<file path="src/include/azc_pkg.sv">
// Constants for the offset calibration and interrupt enable register bank.
// Assumes a byte-wide register port decoded from the serial bus elsewhere.
//
// Functional notes
// - Start bit clear: every offset search begins from zero.
// - Start bit set: every offset search begins from the stored offset.
// - Interval field n runs calibration on every nth measurement cycle.
// - Interval zero never calibrates; all-ones calibrates only on the first cycle.
// - Enable bit 7 lets saturation drive the interrupt; resets to zero.
// - Enable bit 4 lets light threshold drive the interrupt; resets to zero.
package azc_pkg;
  // ----------------------------------------------------------------
  // Register map
  // ----------------------------------------------------------------
  localparam logic [7:0] AZC_OFFSET_CAL_CONFIG_ADDR = 8'hD6;
  localparam logic [7:0] AZC_IRQ_SOURCE_ENABLE_ADDR = 8'hDD;
  localparam logic [7:0] AZC_OFFSET_CAL_CONFIG_RST = 8'h7F;
  localparam logic [7:0] AZC_IRQ_SOURCE_ENABLE_RST = 8'h00;
  // ----------------------------------------------------------------
  // Field positions
  // ----------------------------------------------------------------
  localparam int AZC_SEARCH_START_BIT = 7;
  localparam int AZC_SAT_IEN_BIT = 7;
  localparam int AZC_LIGHT_IEN_BIT = 4;
  localparam logic [7:0] AZC_IEN_WRITABLE_MASK = 8'h90;
  localparam logic [6:0] AZC_INTERVAL_NEVER = 7'h00;
  localparam logic [6:0] AZC_INTERVAL_FIRST_ONLY = 7'h7F;
endpackage

</file>
<file path="src/logic/azc_cycle_gate.sv">
// Decides whether a measurement cycle carries an offset calibration.
// Assumes cycle_start_i is a one-cycle pulse from the sequencer, same clock.
`timescale 1ns/100ps
`default_nettype none
module azc_cycle_gate
  import azc_pkg::*;
(
  input wire logic core_clk_i,
  input wire logic srst_i,
  input wire logic [6:0] interval_i,
  input wire logic cycle_start_i,
  input wire logic seq_restart_i,
  output logic cal_now_o
);
  // ----------------------------------------------------------------
  // Cycle counter
  // ----------------------------------------------------------------
  logic [6:0] count;
  logic first_pending;
  logic [6:0] next_count;
  logic next_first_pending;

  // Counter restarts with each new measurement sequence
  always_comb begin
    next_count = count;
    next_first_pending = first_pending;
    cal_now_o = 1'b0;
    if (seq_restart_i) begin
      next_count = 7'h00;
      next_first_pending = 1'b1;
    end else if (cycle_start_i) begin
      next_first_pending = 1'b0;
      if (interval_i == AZC_INTERVAL_NEVER) begin
        cal_now_o = 1'b0;
      end else if (interval_i == AZC_INTERVAL_FIRST_ONLY) begin
        cal_now_o = first_pending;
      end else if (count + 7'h01 >= interval_i) begin
        cal_now_o = 1'b1;
        next_count = 7'h00;
      end else begin
        next_count = count + 7'h01;
      end
    end
  end

  always_ff @(posedge core_clk_i) begin
    if (srst_i) begin
      count <= 7'h00;
      first_pending <= 1'b1;
    end else begin
      count <= next_count;
      first_pending <= next_first_pending;
    end
  end
endmodule
`default_nettype wire

</file>
<file path="src/logic/azc_regs.sv">
// Offset calibration configuration and interrupt source enable registers.
// Assumes a byte register port from the serial bus decoder on core_clk_i.
`timescale 1ns/100ps
`default_nettype none
module azc_regs
  import azc_pkg::*;
(
  input wire logic core_clk_i,
  input wire logic srst_i,
  input wire logic reg_wr_i,
  input wire logic [7:0] reg_addr_i,
  input wire logic [7:0] reg_wdata_i,
  output logic [7:0] reg_rdata_o,
  input wire logic cycle_start_i,
  input wire logic seq_restart_i,
  input wire logic [7:0] stored_offset_i,
  output logic cal_run_o,
  output logic [7:0] search_start_o,
  input wire logic saturation_event_i,
  input wire logic light_event_i,
  input wire logic status_clear_i,
  output logic saturation_flag_o,
  output logic light_flag_o,
  output logic irq_o
);
  // ----------------------------------------------------------------
  // Register storage
  // ----------------------------------------------------------------
  logic [7:0] offset_calibration_config;
  logic [7:0] interrupt_source_enable;
  logic [7:0] next_cfg;
  logic [7:0] next_ien;
  logic next_sat;
  logic next_light;
  logic cal_now;
  logic next_cal_run;
  logic [7:0] next_start;
  logic [7:0] next_rdata;

  logic offset_search_start_select;
  logic [6:0] offset_cal_interval;
  logic saturation_irq_enable;
  logic light_irq_enable;

  assign offset_search_start_select = offset_calibration_config[AZC_SEARCH_START_BIT];
  assign offset_cal_interval = offset_calibration_config[6:0];
  assign saturation_irq_enable = interrupt_source_enable[AZC_SAT_IEN_BIT];
  assign light_irq_enable = interrupt_source_enable[AZC_LIGHT_IEN_BIT];

  // Register writes; reserved enable bits are kept at zero whatever is written
  always_comb begin
    next_cfg = offset_calibration_config;
    next_ien = interrupt_source_enable;
    if (reg_wr_i && reg_addr_i == AZC_OFFSET_CAL_CONFIG_ADDR) begin
      next_cfg = reg_wdata_i;
    end
    if (reg_wr_i && reg_addr_i == AZC_IRQ_SOURCE_ENABLE_ADDR) begin
      next_ien = reg_wdata_i & AZC_IEN_WRITABLE_MASK;
    end
  end

  // Readback registered so the bus decoder sees a glitch-free byte;
  // the data follows the address one edge later, unmapped addresses read zero
  always_comb begin
    unique case (reg_addr_i)
      AZC_OFFSET_CAL_CONFIG_ADDR: next_rdata = offset_calibration_config;
      AZC_IRQ_SOURCE_ENABLE_ADDR: next_rdata = interrupt_source_enable;
      default: next_rdata = 8'h00;
    endcase
  end

  // ----------------------------------------------------------------
  // Calibration request toward the sequencer
  // ----------------------------------------------------------------
  azc_cycle_gate u_gate (
    .core_clk_i(core_clk_i),
    .srst_i(srst_i),
    .interval_i(offset_cal_interval),
    .cycle_start_i(cycle_start_i),
    .seq_restart_i(seq_restart_i),
    .cal_now_o(cal_now)
  );

  // Start value latched with the request so it stays stable for the search
  always_comb begin
    next_cal_run = cal_now;
    next_start = search_start_o;
    if (cal_now) begin
      if (offset_search_start_select) begin
        next_start = stored_offset_i;
      end else begin
        next_start = 8'h00;
      end
    end
  end

  // ----------------------------------------------------------------
  // Status flags and interrupt
  // ----------------------------------------------------------------
  // Flags update even when masked; a new event wins over a same-cycle clear
  always_comb begin
    next_sat = saturation_flag_o;
    next_light = light_flag_o;
    if (status_clear_i) begin
      next_sat = 1'b0;
      next_light = 1'b0;
    end
    if (saturation_event_i) begin
      next_sat = 1'b1;
    end
    if (light_event_i) begin
      next_light = 1'b1;
    end
  end

  // Combinational so the pin follows a clear on the very next edge
  assign irq_o = (saturation_flag_o & saturation_irq_enable)
               | (light_flag_o & light_irq_enable);

  always_ff @(posedge core_clk_i) begin
    if (srst_i) begin
      offset_calibration_config <= AZC_OFFSET_CAL_CONFIG_RST;
      interrupt_source_enable <= AZC_IRQ_SOURCE_ENABLE_RST;
      saturation_flag_o <= 1'b0;
      light_flag_o <= 1'b0;
      cal_run_o <= 1'b0;
      search_start_o <= 8'h00;
      reg_rdata_o <= 8'h00;
    end else begin
      offset_calibration_config <= next_cfg;
      interrupt_source_enable <= next_ien;
      saturation_flag_o <= next_sat;
      light_flag_o <= next_light;
      cal_run_o <= next_cal_run;
      search_start_o <= next_start;
      reg_rdata_o <= next_rdata;
    end
  end
endmodule
`default_nettype wire

</file>
<file path="config.mk">
export PLATFORM = sky130hd
export DESIGN_NAME = azc_regs
export DESIGN_NICKNAME = d
export VERILOG_FILES = /design/src/include/azc_pkg.sv /design/src/logic/azc_cycle_gate.sv /design/src/logic/azc_regs.sv
export SDC_FILE = /design/constraint.sdc
export NUM_CORES = 1
export LEC_CHECK = 0
export ABC_CLOCK_PERIOD_IN_PS = 4900
export BUFFER_PORTS_ARGS = -buffer_cell sky130_fd_sc_hd__buf_2
export CAP_MARGIN = 20
export CORE_MARGIN = 10
export CORE_UTILIZATION = 54
export CTS_BUF_LIST = sky130_fd_sc_hd__clkbuf_16
export DETAILED_ROUTE_END_ITERATION = 8
export GPL_ROUTABILITY_DRIVEN = 0
export GPL_TIMING_DRIVEN = 1
export MAX_ROUTING_LAYER = met4
export PLACE_DENSITY = 0.83
export SKIP_CTS_REPAIR_TIMING = 1
export SYNTH_ARGS = -nofsm -noshare
export SYNTH_HDL_FRONTEND = slang
export SYNTH_SLANG_ARGS = --single-unit
</file>
<file path="constraint.sdc">
create_clock -name core_clk_i -period 4.9 [get_ports core_clk_i]
set_input_delay 0.98 -clock core_clk_i [delete_from_list [all_inputs] [get_ports core_clk_i]]
set_output_delay 0.98 -clock core_clk_i [all_outputs]
set_load 0.03 [all_outputs]
</file>
======== After elaboration in Yosys (flattened, before gate mapping) ========
Index checks and enable logic that the tools add are counted.
word-level totals
  register bits ........................... 37
  bits in latches ......................... 0
  RAM bits ................................ 0
  ROM bits ................................ 0
  bits of input ports ..................... 32
  output and inout port bits .............. 20
  logic and storage cells ................. 37
  memories kept ........................... 0
operators by class
  add/subtract/negate cells ............... 1
  multiply operators ...................... 0
  divide/modulo/power cells ............... 0
  magnitude comparators ................... 1
  equal/unequal tests ..................... 3
  shift-type cells ........................ 0
  multiplexer cells ....................... 11
  bitwise logic cells ..................... 5
  reductions and logical operators ........ 7
operators by type and width
  operator               count
  $eq A8 B8 Y1 const B   2
  $pmux W8 S2            1
  $mux W1                8
  $mux W8                1
  $add A7 B1 Y7 const B  1
  $eq A7 B7 Y1 const B   1
  $ge A7 B7 Y1           1
  $logic_not A7 Y1       1
  $mux W7                1
  $reduce_bool A2 Y1     2
  $reduce_and A3 Y1      1
  $and A1 B1 Y1          2
  $logic_and A1 B1 Y1    2
  $not A1 Y1             2
  $reduce_or A2 Y1       1
  $or A1 B1 Y1           1

======== Logic depth before layout (Yosys ltp) ========
  word-level depth ........................ 7
  gate-level depth with buffers ........... 10
  depth with buffers taken out ............ 9

======== Modules after synthesis ========
From an unflattened synthesis, not the netlist that was laid out.
second synthesis, totals
  cell total of the unflattened synthesis .. 195
  area, all modules ....................... 1739.2 um^2
by module, submodules not included
  module          instances  cells an instance  area each (um^2)  seq. area each (um^2)
  azc_regs        1          115                1093.5            580.6
  azc_cycle_gate  1          80                 645.6             160.2

======== Least setup slack after synthesis ========
No wires, ideal clock.
  path kind ............................... reg2reg
  from .................................... reg u_gate.count[0]
  to ...................................... reg u_gate.count[2]
  library setup time ...................... 0.062 ns
  arrival ................................. 2.203 ns
  data required time ...................... 4.838 ns
  slack ................................... 2.635 ns
  stages on the path, launching flop included .. 10
  path buffers ............................ 0
  clock period less this slack ............ 2.265 ns
  path through ............................ dfxtp_1 -> ha_1 -> and3_1 -> xor2_1 -> ha_1 -> a21oi_1 -> o21a_1 -> o21ai_0 -> or4b_1 -> nand3_1
on the way
  word-level cells in the longest chain between the ends .. 3
RTL lines
  item                      RTL line                                    RTL
  start: declaration        azc_cycle_gate.sv:18                        logic [6:0] count;
  start signal: assignment  azc_cycle_gate.sv:51                        count <= next_count;
  $add A7 B1 Y7 *           azc_cycle_gate.sv:37, azc_cycle_gate.sv:41
  $ge A7 B7 Y1              azc_cycle_gate.sv:37                        end else if (count + 7'h01 >= interval_i) begin
  $mux W7 *                 azc_cycle_gate.sv:37
Every way passes the cells marked *; elsewhere a longest branch is shown, timed or not.
A chain may end at the register's enable or synchronous reset.

======== Worst setup path in the final report ========
  from .................................... reg u_gate.count[0]
  to ...................................... reg search_start_o[4]
on the way
  word-level cells in the longest chain between the ends .. 7
RTL lines
  item                    RTL line              RTL
  $add A7 B1 Y7           azc_cycle_gate.sv:37
  $ge A7 B7 Y1            azc_cycle_gate.sv:37
  $mux W1                 azc_cycle_gate.sv:37
  $mux W1                 azc_cycle_gate.sv:35  end else if (interval_i == AZC_INTERVAL_FIRST_ONLY) begin
  $mux W1                 azc_cycle_gate.sv:33  if (interval_i == AZC_INTERVAL_NEVER) begin
  $mux W1                 azc_cycle_gate.sv:31  end else if (cycle_start_i) begin
  $mux W1                 azc_cycle_gate.sv:28  if (seq_restart_i) begin
  end signal: assignment  azc_regs.sv:135       search_start_o <= next_start;
  end: declaration        azc_regs.sv:18        output logic [7:0] search_start_o,
Every way passes these cells.

==> impl_metrics.toml <==
[worst_setup_path]
path_buf_inv = 0
worstSetupPathType = "register to register"
crit_chain = "ha_1 > and3_1 > xor2_1 > ha_1 > a21oi_1 > o21a_1 > o21ai_0 > o21ai_2 > mux2i_1"
required_ps = 5110
cp_max_fo = 9
startpoint_type = "register"
crit_slowest_cell = "o21ai_2"
path_delay_family = "compound AO/OA/AOI/OAI gates"
r2r_slack_ps = 2150
arrival_ps = 2960
slowest_delay_ps = 520
cp-end-kind = "register"
crit_top_cell = "ha_1"

[drt]
vias = 1453
drc = 0
drt_iter0_drc = 94
wire_per_inst_um = 13.74
viasPerCell = 5.208
routed_wl_um = 3833
drtPass1Iterations = 4
ant_nets = 0

[clocking]
htree_levels = 2
cts_buffers = 5
root_buffer = "clkbuf_16"
insertion_delay_ps = 280
tritoncts = "yes"
path_clk_slew_ps = 50
clk_path_buf_depth = 2
cts.sinks = 37

[die]
fp.dieH_um = 76.05
start_util_pct = 56.03
core_um2 = 3028
boundaryPins = 52
die-area_um2 = 5784
die_x_um = 76.05
rows = 20

[global_routing]
grt_max_degree = 28
grt_pass1_vias = 1555
overflow = 0
grt_util_met1_pct = 14.50
antenna_found_initial = 0
grt_util_met3_pct = 6.604
grt-busiest-layer = "met2"
track_usage_pct = 14.04
grt_pass1_wl_um = 6713
grtUsageMet2_pct = 23.04

[sta]
tightest_slew_ps = 668.1
finalSetupViolCount = 0
period_share_pct = 56.15
finalSetupTns_ps = 0
rsz0062_at_grt = "false"
period_minus_slack_ps = 2751
max_freq_mhz = 363.4
clock_skew_ps = 4.015
max-slew-margin-rel_pct = 55.30
hold_viol_final = 0
slew_violations = 0

[yosys]
async_flop_share_pct = 0
synth_area_per_cell_um2 = 9.171
synthTopCellsByArea = "dfxtp_1 (44%), mux2i_1 (6.5%), ha_1 (5.9%), nand2b_1 (4.1%), a211o_1 (3.6%)"
synth_top_area_share_pct = 43.66
synth_ff_type = "dfxtp_1"
synthCells = 185
netlist_area_um2 = 1697
synth_warnings = 0
synth-edff-count = 0
synth.yosys.seq_area_share_pct = 43.66
ys_types = 39
yosysTopAreaCell = "dfxtp_1"
synth_nets = 225
ys_ff_latch = 37

[cells_and_area]
area_growth_pct = 23.75
n_antenna_cell = 0
layout.nets = 274
drive_gt1_share_pct = 27.66

[pwr]
leakage_nw = 1.013
ir_drop_uv = 192.5
power_per_cell_area_nw_per_um2 = 306.3
total_power_mw = 0.6430

[place]
hpwl_um = 3010
port_buffers = 51

[job]
cap_violations = 0

[min_path]
min_path_type = "register to register"

[run_status]
status = "finished clean"
logic make-up after synthesis:
kind of cell / synth area share [%]
xor gates and xnor gates: 2.582
buffers and inverters: 5.235
adders and majority gates: 5.900
muxes: 6.490
and+or+nand+nor: 24.85
AOI/OAI and AO/OA: 11.28
DFF: 43.66
cells in the mapped netlist (5+ instances only):
cell type / count
dfxtp_1: 37
nor2_1: 15
nand2_1: 14
mux2i_1: 11
nand2b_1: 11
nand3_1: 11
inv_1: 9
ha_1: 8
a211o_1: 7
and2_1: 7
a21oi_1: 5
o21ai_0: 5
worst min-delay path, delay by kind of cell (launching register included):
family	cells	cell delay, ps
simple gates	1	60
mux	1	60
flops	1	310
routing by layer:
layer / part of all wire [%] / up-vias
met3: 7.3 / 9
met2: 47 / 46
li1: - / 734
met5: 0 / -
met4: 1.7 / 0
met1: 44 / 664
path summary, 6_finish.rpt:
check	from	to	cells after the start
worst max-delay path	u_gate.count[0]	search_start_o[4]	9
worst min-delay path	search_start_o[2]	search_start_o[2]	2
worst max register to register	u_gate.count[0]	search_start_o[4]	9
worst min register to register	search_start_o[2]	search_start_o[2]	2
state kept, by name, indices dropped and copies added (netlist names):
signal                     flops
offset_calibration_config      8
u_gate.count                   7
search_start_o                 8
u_gate.first_pending           1
reg_rdata_o                    8
saturation_flag_o              1
cal_run_o                      1
interrupt_source_enable        2
light_flag_o                   1
report_power, final:
part           switching [mW]  leakage [nW]  internal, mW
sequential            0.00119         0.299         0.303
clock                   0.120        0.0672         0.186
combinational          0.0177         0.646        0.0153
total                   0.139          1.01         0.504
area by class of cell:
class / instances / area [um^2]
Clock buffer: 5 / 125.1
Clock inverter: 3 / 18.77
Fill cell: 262 / 928.4
Inverter: 10 / 37.54
Multi-Input combinational cell: 129 / 867.1
Sequential cell: 37 / 740.7
Tap cell: 44 / 55.05
Timing Repair Buffer: 51 / 255.2
metrics by stage:
| stage | instances | cell area, um^2 | hold WS (ps) | setup slack (ps) | utilization, % |
|---|---|---|---|---|---|
| after floorplan | 185 | 1697 | 429.8 | 2635 | - |
| after global placement | 271 | 1956 | 445.4 | 2304 | 64.59 |
| after detailed placement | 271 | 1956 | 462.6 | 2227 | 64.59 |
| after CTS | 279 | 2100 | 477.9 | 2154 | 69.34 |
| after global routing | 279 | 2100 | 506.3 | 1852 | 69.34 |
| final | 279 | 2100 | 477.1 | 2149 | 69.34 |
placed cells by master, fill, tap and decap left out, types with 2 or more instances in the layout:
| cell type | Yosys | layout |
|---|---|---|
| buf_2 | 2 | 51 |
| dfxtp_1 | 37 | 37 |
| nor2_1 | 15 | 15 |
| nand2_1 | 14 | 14 |
| nand3_1 | 11 | 11 |
| nand2b_1 | 11 | 11 |
| mux2i_1 | 11 | 11 |
| inv_1 | 9 | 10 |
| ha_1 | 8 | 8 |
| and2_1 | 7 | 7 |
| a211o_1 | 7 | 7 |
| a21oi_1 | 5 | 5 |
| o21ai_0 | 5 | 5 |
| clkbuf_16 | 0 | 5 |
| nand4_1 | 4 | 4 |
| xnor2_1 | 3 | 3 |
| nor2b_1 | 3 | 3 |
| and3_1 | 2 | 2 |
| xor2_1 | 2 | 2 |
| nor4_1 | 2 | 2 |
| or2_2 | 2 | 2 |
| a22oi_1 | 2 | 2 |
| o31ai_1 | 2 | 2 |
| clkinvlp_4 | 0 | 2 |
No activity file was read; power rests on OpenSTA's default activity.
